File: config.mk
export PLATFORM = sky130hd
export DESIGN_NAME = uart_line_control_status
export DESIGN_NICKNAME = d
export VERILOG_FILES = /design/src/uart_lcs_pkg.sv /design/src/uart_tx_serializer.sv /design/src/uart_rx_deserializer.sv /design/src/uart_line_control_status.sv
export VERILOG_INCLUDE_DIRS = /design/src
export SDC_FILE = /design/constraint.sdc
export NUM_CORES = 1
export LEC_CHECK = 0
export BUFFER_PORTS_ARGS = -buffer_cell sky130_fd_sc_hd__buf_2
export CAP_MARGIN = 20
export CORE_MARGIN = 10
export CORE_UTILIZATION = 60
export CTS_CLUSTER_DIAMETER = 80
export DETAILED_ROUTE_END_ITERATION = 10
export GPL_TIMING_DRIVEN = 1
export HOLD_SLACK_MARGIN = 0.08
export MAX_ROUTING_LAYER = met4
export PLACE_DENSITY = 0.82
export SLEW_MARGIN = 20
export SYNTH_ARGS = -nofsm -noshare
export SYNTH_HDL_FRONTEND = slang
export SYNTH_SLANG_ARGS = --single-unit
export TNS_END_PERCENT = 10
File: constraint.sdc
create_clock -name CORE_CLK -period 4.5 [get_ports CORE_CLK]
set_clock_uncertainty 0.1 [all_clocks]
set_input_delay 0.45 -clock CORE_CLK [delete_from_list [all_inputs] [get_ports CORE_CLK]]
set_output_delay 0.45 -clock CORE_CLK [all_outputs]
set_load 0.1 [all_outputs]
File: src/uart_lcs_map.svh
// Addresses, field positions, reset values and counts.
`ifndef UART_LCS_MAP_SVH
`define UART_LCS_MAP_SVH
`define ADDR_DATA        32'h40008000
`define ADDR_DIV_HIGH    32'h40008004
`define ADDR_LINE_CTRL   32'h4000800c
`define ADDR_LINE_STAT   32'h40008014
`define ADDR_EVT_STAT    32'h40008018
`define ADDR_EVT_MASK    32'h4000801c
`define LC_WLEN_HI       1
`define LC_WLEN_LO       0
`define LC_STOP          2
`define LC_PAR_EN        3
`define LC_PTYPE_HI      5
`define LC_PTYPE_LO      4
`define LC_BREAK         6
`define LC_DIVISOR_ACCESS_SELECT          7
`define LC_RESET         8'h00
`define LS_RDR           0
`define LS_OVR           1
`define LS_PERR          2
`define LS_THRE          5
`define LS_TEMT          6
`define EV_RDR           0
`define EV_OVR           1
`define EV_PERR          2
`define EV_THRE          3
`define EV_WIDTH         4
`define DIV_RESET        16'h0001
`define SUB_LAST         4'hf
`define SUB_MID          4'h7
`define STOP_ONE         5'h0f
`define STOP_HALF3       5'h17
`define STOP_TWO         5'h1f
`define FIFO_DEPTH       16
`define FIFO_AW          4
`endif

File: src/uart_lcs_pkg.sv
// Types and the shared parity function of the line block.
package uart_lcs_pkg;
    typedef enum logic [2:0] {
        S_IDLE   = 3'h0,
        S_START  = 3'h1,
        S_DATA   = 3'h3,
        S_PARITY = 3'h2,
        S_STOP   = 3'h6
    } ser_state_t;

    typedef enum logic [1:0] {
        PT_ODD   = 2'h0,
        PT_EVEN  = 2'h1,
        PT_ONE   = 2'h2,
        PT_ZERO  = 2'h3
    } parity_type_t;

    // Parity over the active data bits only; word length code 0 means five bits.
    function automatic logic parity_bit(input logic [7:0] d, input logic [1:0] wlen,
                                        input parity_type_t pt);
        logic [7:0] m;
        logic       x;
        m = d & (8'hff >> (3'h3 - {1'b0, wlen}));
        x = ^m;
        unique case (pt)
            PT_ODD:  parity_bit = ~x;
            PT_EVEN: parity_bit = x;
            PT_ONE:  parity_bit = 1'b1;
            PT_ZERO: parity_bit = 1'b0;
        endcase
    endfunction
endpackage

File: src/uart_tx_serializer.sv
// Transmit shifter of the line block.
`timescale 1ns/1ps
`include "uart_lcs_map.svh"
module uart_tx_serializer
    import uart_lcs_pkg::*;
(
    // Clock and reset
    input  wire logic         clk,
    input  wire logic         rst,
    // Sixteen-times bit rate tick
    input  wire logic         tick16,
    // Character hand-over
    input  wire logic         start,
    input  wire logic [7:0]   data,
    // Framing
    input  wire logic [1:0]   word_len,
    input  wire logic         two_stop,
    input  wire logic         parity_en,
    input  wire parity_type_t parity_type,
    // Line side
    output logic              busy,
    output logic              line
);
    ser_state_t state;
    logic [3:0] sub;
    logic [4:0] stop_cnt;
    logic [2:0] bit_idx;
    logic [7:0] shift;
    logic       par;

    always_ff @(posedge clk)
    begin
        if (rst)
        begin
            state    <= S_IDLE;
            sub      <= 4'h0;
            stop_cnt <= 5'h00;
            bit_idx  <= 3'h0;
            shift    <= 8'h00;
            par      <= 1'b0;
            line     <= 1'b1;
        end
        else if (state == S_IDLE)
        begin
            if (start)
            begin
                state <= S_START;
                shift <= data;
                par   <= parity_bit(data, word_len, parity_type);
                sub   <= 4'h0;
                line  <= 1'b0;
            end
        end
        else if (tick16)
        begin
            sub <= sub + 4'h1;
            unique case (state)
                S_START:
                    if (sub == `SUB_LAST)
                    begin
                        state   <= S_DATA;
                        bit_idx <= 3'h0;
                        line    <= shift[0];
                    end
                S_DATA:
                    if (sub == `SUB_LAST)
                    begin
                        if (bit_idx == {1'b1, word_len})
                        begin
                            // Parity sits right after the last data bit.
                            if (parity_en)
                            begin
                                state <= S_PARITY;
                                line  <= par;
                            end
                            else
                            begin
                                state    <= S_STOP;
                                stop_cnt <= 5'h00;
                                line     <= 1'b1;
                            end
                        end
                        else
                        begin
                            bit_idx <= bit_idx + 3'h1;
                            line    <= shift[bit_idx + 3'h1];
                        end
                    end
                S_PARITY:
                    if (sub == `SUB_LAST)
                    begin
                        state    <= S_STOP;
                        stop_cnt <= 5'h00;
                        line     <= 1'b1;
                    end
                S_STOP:
                begin
                    stop_cnt <= stop_cnt + 5'h01;
                    // Stop length in sixteenths of a bit.
                    if (stop_cnt == (!two_stop ? `STOP_ONE :
                                     (word_len == 2'h0 ? `STOP_HALF3 : `STOP_TWO)))
                        state <= S_IDLE;
                end
                default:
                    state <= S_IDLE;
            endcase
        end
    end

    assign busy = (state != S_IDLE);
endmodule // uart_tx_serializer

File: src/uart_rx_deserializer.sv
// Receive shifter of the line block.
`timescale 1ns/1ps
`include "uart_lcs_map.svh"
module uart_rx_deserializer
    import uart_lcs_pkg::*;
(
    // Clock and reset
    input  wire logic         clk,
    input  wire logic         rst,
    // Sixteen-times bit rate tick
    input  wire logic         tick16,
    // Line side
    input  wire logic         line,
    // Framing
    input  wire logic [1:0]   word_len,
    input  wire logic         parity_en,
    input  wire parity_type_t parity_type,
    // Character out
    output logic              done,
    output logic [7:0]        data,
    output logic              parity_err
);
    ser_state_t state;
    logic [3:0] sub;
    logic [2:0] bit_idx;

    always_ff @(posedge clk)
    begin
        if (rst)
        begin
            state      <= S_IDLE;
            sub        <= 4'h0;
            bit_idx    <= 3'h0;
            data       <= 8'h00;
            parity_err <= 1'b0;
            done       <= 1'b0;
        end
        else
        begin
            done <= 1'b0;
            if (state == S_IDLE)
            begin
                if (!line)
                begin
                    state <= S_START;
                    sub   <= 4'h0;
                end
            end
            else if (tick16)
            begin
                sub <= sub + 4'h1;
                unique case (state)
                    S_START:
                        if (sub == `SUB_MID)
                        begin
                            // A start glitch shorter than half a bit is ignored.
                            state   <= line ? S_IDLE : S_DATA;
                            sub     <= 4'h0;
                            bit_idx <= 3'h0;
                            data    <= 8'h00;
                        end
                    S_DATA:
                        if (sub == `SUB_LAST)
                        begin
                            data[bit_idx] <= line;
                            bit_idx       <= bit_idx + 3'h1;
                            if (bit_idx == {1'b1, word_len})
                                state <= parity_en ? S_PARITY : S_STOP;
                        end
                    S_PARITY:
                        if (sub == `SUB_LAST)
                        begin
                            parity_err <= (line != parity_bit(data, word_len,
                                                              parity_type));
                            state      <= S_STOP;
                        end
                    S_STOP:
                        if (sub == `SUB_LAST)
                        begin
                            // The stop bit line level is not read; the frame ends in the middle of the first stop bit so back-to-back frames fit.
                            state <= S_IDLE;
                            done  <= 1'b1;
                            if (!parity_en)
                                parity_err <= 1'b0;
                        end
                    default:
                        state <= S_IDLE;
                endcase
            end
        end
    end
endmodule // uart_rx_deserializer

File: src/uart_line_control_status.sv
// Line control and status block with register port and receive FIFO.
//
// Contract
// - Stop select 0 gives one stop bit; 1 gives two, or 1.5 for five-bit words.
// - Parity enable set means generate parity on transmit and check it on receive.
// - Parity type 0: ones in character plus parity bit are odd.
// - Parity type 1: ones in character plus parity bit are even.
// - Parity type 2 always sends 1; type 3 always sends 0.
// - Break control 1 holds the transmit line low; clearing it ends the break.
// - Divisor access 1 maps the divisor latches; 0 makes them unreachable.
// - Line status is read-only; writes change nothing.
// - Data ready is set while an unread character is held, cleared when FIFO empty.
// - Overrun sets at once when a character completes into a full FIFO.
// - A read of line status clears the overrun flag unless a new overrun arrives in the same cycle.
// - On overrun the FIFO stays intact and the new character is dropped.
`timescale 1ns/1ps
`include "uart_lcs_map.svh"
module uart_line_control_status
(
    // Clock and reset
    input  wire logic        CORE_CLK,
    input  wire logic        SYS_RST,
    // Register port
    input  wire logic [31:0] ADDR,
    input  wire logic [31:0] WR_DATA,
    input  wire logic        WR_EN,
    input  wire logic        RD_EN,
    output logic      [31:0] RD_DATA,
    // Serial line
    output logic             TXD,
    input  wire logic        RXD,
    // Interrupt
    output logic             IRQ
);
    import uart_lcs_pkg::*;

    logic [7:0]           line_control;
    logic [15:0]          divisor;
    logic [15:0]          div_cnt;
    logic                 tick16;

    logic [7:0]           tx_hold;
    logic                 tx_hold_full;
    logic                 tx_busy;
    logic                 tx_line;
    logic                 tx_start;

    logic                 rx_done;
    logic [7:0]           rx_data;
    logic                 rx_perr;

    logic [7:0]           fifo_mem [`FIFO_DEPTH];
    logic [`FIFO_AW-1:0]  wr_ptr;
    logic [`FIFO_AW-1:0]  rd_ptr;
    logic [`FIFO_AW:0]    fill;
    logic                 fifo_full;
    logic                 fifo_empty;

    logic                 overrun;
    logic                 perr_flag;
    logic [`EV_WIDTH-1:0] evt_stat;
    logic [`EV_WIDTH-1:0] evt_mask;
    logic [`EV_WIDTH-1:0] evt_set;

    logic                 divisor_access_select;
    logic                 wr_data_reg;
    logic                 rd_data_reg;
    logic                 rd_line_stat;
    logic                 push;
    logic                 pop;

    logic                 thre_d;
    logic [7:0]           line_stat;
    logic [31:0]          next_rd_data;

    assign divisor_access_select         = line_control[`LC_DIVISOR_ACCESS_SELECT];
    // The data word and the low divisor share one address; the access bit picks.
    assign wr_data_reg  = WR_EN && (ADDR == `ADDR_DATA) && !divisor_access_select;
    assign rd_data_reg  = RD_EN && (ADDR == `ADDR_DATA) && !divisor_access_select;
    assign rd_line_stat = RD_EN && (ADDR == `ADDR_LINE_STAT);

    assign fifo_full    = (fill == 5'(`FIFO_DEPTH));
    assign fifo_empty   = (fill == 5'h00);

    assign push         = rx_done && !fifo_full;
    assign pop          = rd_data_reg && !fifo_empty;
    assign tx_start     = tx_hold_full && !tx_busy;

    // Line control register; writable at all times.
    always_ff @(posedge CORE_CLK)
    begin
        if (SYS_RST)
        begin
            line_control <= `LC_RESET;
        end
        else if (WR_EN && ADDR == `ADDR_LINE_CTRL)
        begin
            line_control <= WR_DATA[7:0];
        end
    end

    // Divisor latches, reachable only while the access bit is set.
    always_ff @(posedge CORE_CLK)
    begin
        if (SYS_RST)
            divisor <= `DIV_RESET;
        else if (WR_EN && divisor_access_select)
        begin
            if (ADDR == `ADDR_DATA)
                divisor[7:0] <= WR_DATA[7:0];
            else if (ADDR == `ADDR_DIV_HIGH)
                divisor[15:8] <= WR_DATA[7:0];
        end
    end

    // Oversampling tick; a divisor of zero is treated as one so the line never stalls.
    always_ff @(posedge CORE_CLK)
    begin
        if (SYS_RST)
        begin
            div_cnt <= 16'h0000;
            tick16  <= 1'b0;
        end
        else if (div_cnt + 16'h0001 >= divisor)
        begin
            div_cnt <= 16'h0000;
            tick16  <= 1'b1;
        end
        else
        begin
            div_cnt <= div_cnt + 16'h0001;
            tick16  <= 1'b0;
        end
    end

    // Transmit holding register; a write while full replaces the waiting character.
    always_ff @(posedge CORE_CLK)
    begin
        if (SYS_RST)
        begin
            tx_hold      <= 8'h00;
            tx_hold_full <= 1'b0;
        end
        else if (wr_data_reg)
        begin
            tx_hold      <= WR_DATA[7:0];
            tx_hold_full <= 1'b1;
        end
        else if (tx_start)
            tx_hold_full <= 1'b0;
    end

    uart_tx_serializer u_tx (
        .clk         (CORE_CLK),
        .rst         (SYS_RST),
        .tick16      (tick16),
        .start       (tx_start),
        .data        (tx_hold),
        .word_len    (line_control[`LC_WLEN_HI:`LC_WLEN_LO]),
        .two_stop    (line_control[`LC_STOP]),
        .parity_en   (line_control[`LC_PAR_EN]),
        .parity_type (parity_type_t'(line_control[`LC_PTYPE_HI:`LC_PTYPE_LO])),
        .busy        (tx_busy),
        .line        (tx_line)
    );

    // The serializer keeps running under break so the frame timing is not disturbed.
    always_ff @(posedge CORE_CLK)
    begin
        if (SYS_RST)
        begin
            TXD <= 1'b1;
        end
        else
        begin
            TXD <= line_control[`LC_BREAK] ? 1'b0 : tx_line;
        end
    end

    uart_rx_deserializer u_rx (
        .clk         (CORE_CLK),
        .rst         (SYS_RST),
        .tick16      (tick16),
        .line        (RXD),
        .word_len    (line_control[`LC_WLEN_HI:`LC_WLEN_LO]),
        .parity_en   (line_control[`LC_PAR_EN]),
        .parity_type (parity_type_t'(line_control[`LC_PTYPE_HI:`LC_PTYPE_LO])),
        .done        (rx_done),
        .data        (rx_data),
        .parity_err  (rx_perr)
    );

    // Receive FIFO storage; a full FIFO refuses the new character.
    always_ff @(posedge CORE_CLK)
    begin
        if (push)
            fifo_mem[wr_ptr] <= rx_data;
    end

    always_ff @(posedge CORE_CLK)
    begin
        if (SYS_RST)
        begin
            wr_ptr <= '0;
            rd_ptr <= '0;
            fill   <= '0;
        end
        else
        begin
            if (push)
                wr_ptr <= wr_ptr + 4'h1;
            if (pop)
                rd_ptr <= rd_ptr + 4'h1;
            if (push && !pop)
                fill <= fill + 5'h01;
            else if (pop && !push)
                fill <= fill - 5'h01;
        end
    end

    // Overrun and parity error are sticky; a new event in the clearing read wins.
    always_ff @(posedge CORE_CLK)
    begin
        if (SYS_RST)
        begin
            overrun   <= 1'b0;
            perr_flag <= 1'b0;
        end
        else
        begin
            if (rx_done && fifo_full)
                overrun <= 1'b1;
            else if (rd_line_stat)
                overrun <= 1'b0;
            if (push && rx_perr)
                perr_flag <= 1'b1;
            else if (rd_line_stat)
                perr_flag <= 1'b0;
        end
    end

    // Data ready follows the FIFO fill directly.
    always_comb
    begin
        line_stat           = 8'h00;
        line_stat[`LS_RDR]  = !fifo_empty;
        line_stat[`LS_OVR]  = overrun;
        line_stat[`LS_PERR] = perr_flag;
        line_stat[`LS_THRE] = !tx_hold_full;
        line_stat[`LS_TEMT] = !tx_hold_full && !tx_busy;
    end

    // Event status: set on each event, cleared by writing one, set wins.
    always_comb
    begin
        evt_set           = '0;
        evt_set[`EV_RDR]  = push;
        evt_set[`EV_OVR]  = rx_done && fifo_full;
        evt_set[`EV_PERR] = push && rx_perr;
        evt_set[`EV_THRE] = !tx_hold_full && !thre_d;
    end

    always_ff @(posedge CORE_CLK)
    begin
        if (SYS_RST)
        begin
            thre_d <= 1'b1;
        end
        else
        begin
            thre_d <= !tx_hold_full;
        end
    end

    always_ff @(posedge CORE_CLK)
    begin
        if (SYS_RST)
        begin
            evt_stat <= '0;
            evt_mask <= '0;
        end
        else
        begin
            if (WR_EN && ADDR == `ADDR_EVT_STAT)
                evt_stat <= (evt_stat & ~WR_DATA[`EV_WIDTH-1:0]) | evt_set;
            else
                evt_stat <= evt_stat | evt_set;
            if (WR_EN && ADDR == `ADDR_EVT_MASK)
                evt_mask <= WR_DATA[`EV_WIDTH-1:0];
        end
    end

    always_ff @(posedge CORE_CLK)
    begin
        if (SYS_RST)
        begin
            IRQ <= 1'b0;
        end
        else
        begin
            IRQ <= |(evt_stat & evt_mask);
        end
    end

    // Read mux; line status has no write path at all.
    always_comb
    begin
        next_rd_data = 32'h00000000;
        unique case (ADDR)
            `ADDR_DATA:
                next_rd_data[7:0] = divisor_access_select ? divisor[7:0] : fifo_mem[rd_ptr];
            `ADDR_DIV_HIGH:
                next_rd_data[7:0] = divisor_access_select ? divisor[15:8] : 8'h00;
            `ADDR_LINE_CTRL:
                next_rd_data[7:0] = line_control;
            `ADDR_LINE_STAT:
                next_rd_data[7:0] = line_stat;
            `ADDR_EVT_STAT:
                next_rd_data[`EV_WIDTH-1:0] = evt_stat;
            `ADDR_EVT_MASK:
                next_rd_data[`EV_WIDTH-1:0] = evt_mask;
            default:
                next_rd_data = 32'h00000000;
        endcase
        if (ADDR == `ADDR_DATA && !divisor_access_select && fifo_empty)
            next_rd_data = 32'h00000000;
    end

    // Read data stand only in the cycle after the strobe.
    always_ff @(posedge CORE_CLK)
    begin
        if (SYS_RST)
        begin
            RD_DATA <= 32'h00000000;
        end
        else if (RD_EN)
        begin
            RD_DATA <= next_rd_data;
        end
        else
        begin
            RD_DATA <= 32'h00000000;
        end
    end
endmodule // uart_line_control_status

==> summary.txt <==
Synthesis
  • Synth Area per Inst: 11.6 um2
  • Synth top area share: around a third
  • Most instantiated library cell after synthesis: dfxtp_1
  • Ys flop type: dfxtp_1
  • Post-synth EDFFs: 128
  • Sequential fraction of the synthesis area: around 54%
  • Yosys cell types: around 80
  • Area contributors post-synth: edfxtp_1, dfxtp_1, mux4_2
  • Async set or reset register ratio after synthesis: 0%
  • Mapped Cells: ~1.0k
  • Register bit count reported by yosys: roughly 260
  • Top cells by count, synth: dfxtp_1, edfxtp_1, nor2_1
  • Area of the mapped netlist: 0.0121 mm2
  • Yosys warnings: 0
  • Post-synth top area cell: edfxtp_1

Worst hold path
  • Endpoint of the worst hold path: line_control[6]
  • Worst Min Path Start: WR_DATA[6]
  • HP Class: primary input to flip-flop
  • Hold Path Depth: 3

Global routing
  • First-pass GRT wire length: ~45000 um
  • Global Route Usage Sum: 21.7%
  • Initial antenna violation count: 5
  • Pin count of the biggest net entering global routing: between 60 and 70
  • Vias in the first global route: around 8.3k
  • Grt total ovfl: 0

Worst setup path
  • CP bufs+invs: 1
  • Worst r2r src: div_cnt[2]
  • Worst R2R Setup Slack: ~1.2 ns
  • Crit path arrival time: about 3.6 ns
  • Reg-to-reg endpoint: div_cnt[2]
  • Most frequent cell on the critical path: a21o_1
  • Crit Path Class: flip-flop to flip-flop
  • CP endpoint kind: flip-flop
  • Max Fanout on Critical Path: 17
  • CP Launch Type: flip-flop
  • Top delay family on crit path: simple AND/OR/NAND/NOR gates
  • Critical path data required time: between 4 and 5 ns
  • Register-to-Register Path Depth: 12
  • Crit path cell chain: and3_1 -> nand4_1 -> nor2_1 -> and2_1 -> xnor2_1 -> inv_1 -> ha_1 -> a21o_1 -> a21o_1 -> a21oi_1 -> nand2_1 -> a211oi_1
  • CP max stage delay: approximately 0.44 ns
  • Slowest cell on the critical path: nand2_1

Placement
  • Detail Placement HPWL: roughly 19000 um
  • Final GP Congestion: roughly 0.86
  • IO Port Bufs: 54
  • Place WS: around 1.0 ns

Floorplan
  • Die Y: 162 um
  • Starting Density: 61.6%
  • I/O pin total: 103
  • Die Width: ~160 um
  • DIE AREA: roughly 0.026 mm2
  • Cell Rows: 51
  • Area of the core: between 0.015 and 0.02 mm2

Timing
  • Final period utilization: between 70% and 80%
  • Unrepaired setup endpoints after global routing: false
  • Setup-failing EPs final: 0
  • Fin. Hold Viols: 0
  • Setup ws final: around 1.2 ns
  • Relative slew slack: between 30% and 40%
  • Setup_tns: 0 ns
  • Worst-margin pin slew: 0.897 ns
  • Min Tclk post-route: between 3 and 4 ns
  • Pins Over Slew Limit: 0
  • Hold slack: approximately 0.12 ns
  • Max Freq: between 300 and 400 MHz

Clock network
  • Setup Fix Bufs, Post-CTS: 0
  • Hold-fix buffers at CTS: 0
  • Worst skew pair latency: approximately 0.54 ns
  • CTS Sinks: ~260
  • Root Driver: clkbuf_16
  • Post-CTS sizing: 0
  • CTS tree: yes
  • Clock buffer depth: 3
  • CTS Buf Count: 27
  • Worst-path clk slew: around 0.060 ns
  • CTS H-tree lvls: 1

Drt
  • Vias per cell: slightly above 6
  • Drt initial violations: a little over 800
  • Antenna Nets Post-Route: 0
  • Routed length on met2: roughly 14000 um
  • WL met3: 1650 um
  • Routed WL: ~28000 um
  • Vias post-DR: 8331
  • Wirelength per Cell: a little over 20 um
  • Max layer used: met4
  • Metal-1 WL: 11100 um
  • Residual DRC: 0
  • 1st-pass router iterations: 5

Power and ir drop
  • LEAKAGE: around 5.0 nW
  • VDD IR max: between 0.0003 and 0.0004 V
  • PwrDens: between 300 and 400 mW/mm2

Layout
  • Nets: between 1k and 1.5k
  • P&R area growth vs syn: 9.60%
  • Share of cells above drive strength 1: between 10 and 15%
  • Fillers: between 1k and 1.5k

Job
  • Max Cap Viol: 0

Run status
  • Status: completed
[logic make-up after synthesis]
group | count (synthesis) | synth area share (%)
flops | 261 | 53.7
xor+xnor | 46 | 3.44
fa+ha+maj | 33 | 3.47
buf+inv | 132 | 5.75
compound gates | 173 | 9.08
simple gates | 313 | 13.0
mux | 86 | 11.5
other cells | 1 | 0.0310
[worst register-to-register path, stage by stage, from the launching register on]
cell,delay (ns)
dfxtp_1,0.40
and3_1,0.26
nand4_1,0.16
nor2_1,0.20
and2_1,0.16
xnor2_1,0.14
inv_1,0.08
ha_1,0.30
a21o_1,0.16
a21o_1,0.17
a21oi_1,0.24
nand2_1,0.44
a211oi_1,0.37
[how the worst max path moves through the flow]
stage,start,to,slack (ns),cells past startpoint
after floorplan,fill[0],fill[4],1.39,12
after global placement,ADDR[27],fill[4],1.11,14
after detailed placement,ADDR[5],fill[4],1.04,14
after CTS,div_cnt[2],div_cnt[2],1.23,12
after global routing,div_cnt[2],div_cnt[2],0.92,12
final,div_cnt[2],div_cnt[2],1.23,12
[layout by cell type (no fill, tap or decap), drive strengths merged, types with 5 or more instances in the layout]
master	instances
dfxtp	133
edfxtp	128
nor2	112
nand2	69
a21oi	66
buf	64
inv	56
mux2i	45
clkbuf	42
mux4	40
ha	32
o21ai	29
xnor2	27
nand3	27
conb	24
a211oi	22
xor2	18
nand4	17
nor3	15
nor2b	12
and3	12
nor4	10
and2	8
a31oi	7
or3	7
a21o	6
a22oi	5
o211ai	5
[area by class of cell]
cell class	instances	area, um2	share of cell area [%]
Timing Repair Buffer	64	348	2.62
Tap cell	265	332	2.50
Antenna cell	4	10.0	0.0754
Inverter	54	203	1.53
Multi-Input combinational cell	675	4990	37.6
Sequential cell	261	6510	49.0
Clock buffer	42	802	6.04
Clock inverter	7	76.3	0.575
[per-stage QoR]
stage | instances | util [%] | power [mW] | cell area, um2
finish | 1372 | 67.5 | 4.91 | 13300
global route | 1372 | 67.5 | 5.04 | 13300
CTS | 1368 | 67.5 | 4.93 | 13300
detailed placement | 1319 | 63.0 | 2.76 | 12400
global placement | 1319 | 63.0 | 2.76 | 12400
floorplan | 1068 | - | 2.74 | 12200
[power breakdown]
part           switching, mW  internal [mW]  total (mW)
registers             0.0183           2.48        2.49
logic                  0.176         0.0499       0.226
clock network          0.909           1.28        2.19
[routing by layer]
layer,track usage [%],up-vias
li1,-,3860
met1,25.7,4117
met2,35.9,279
met3,3.97,75
met4,8.85,0
met5,-,-
[registers in the layout, indices dropped and copies added, names as in the netlist, 3 cells and up, named ones only]
register	cells
fifo_mem	128
div_cnt	16
divisor	16
RD_DATA	8
line_control	8
tx_hold	8
u_rx.data	8
u_tx.shift	8
fill	5
u_tx.stop_cnt	5
evt_mask	4
evt_stat	4
rd_ptr	4
u_rx.sub	4
u_tx.sub	4
wr_ptr	4
u_rx.bit_idx	3
u_rx.state	3
u_tx.bit_idx	3
u_tx.state	3
Power figures use the tool's default switching activity.
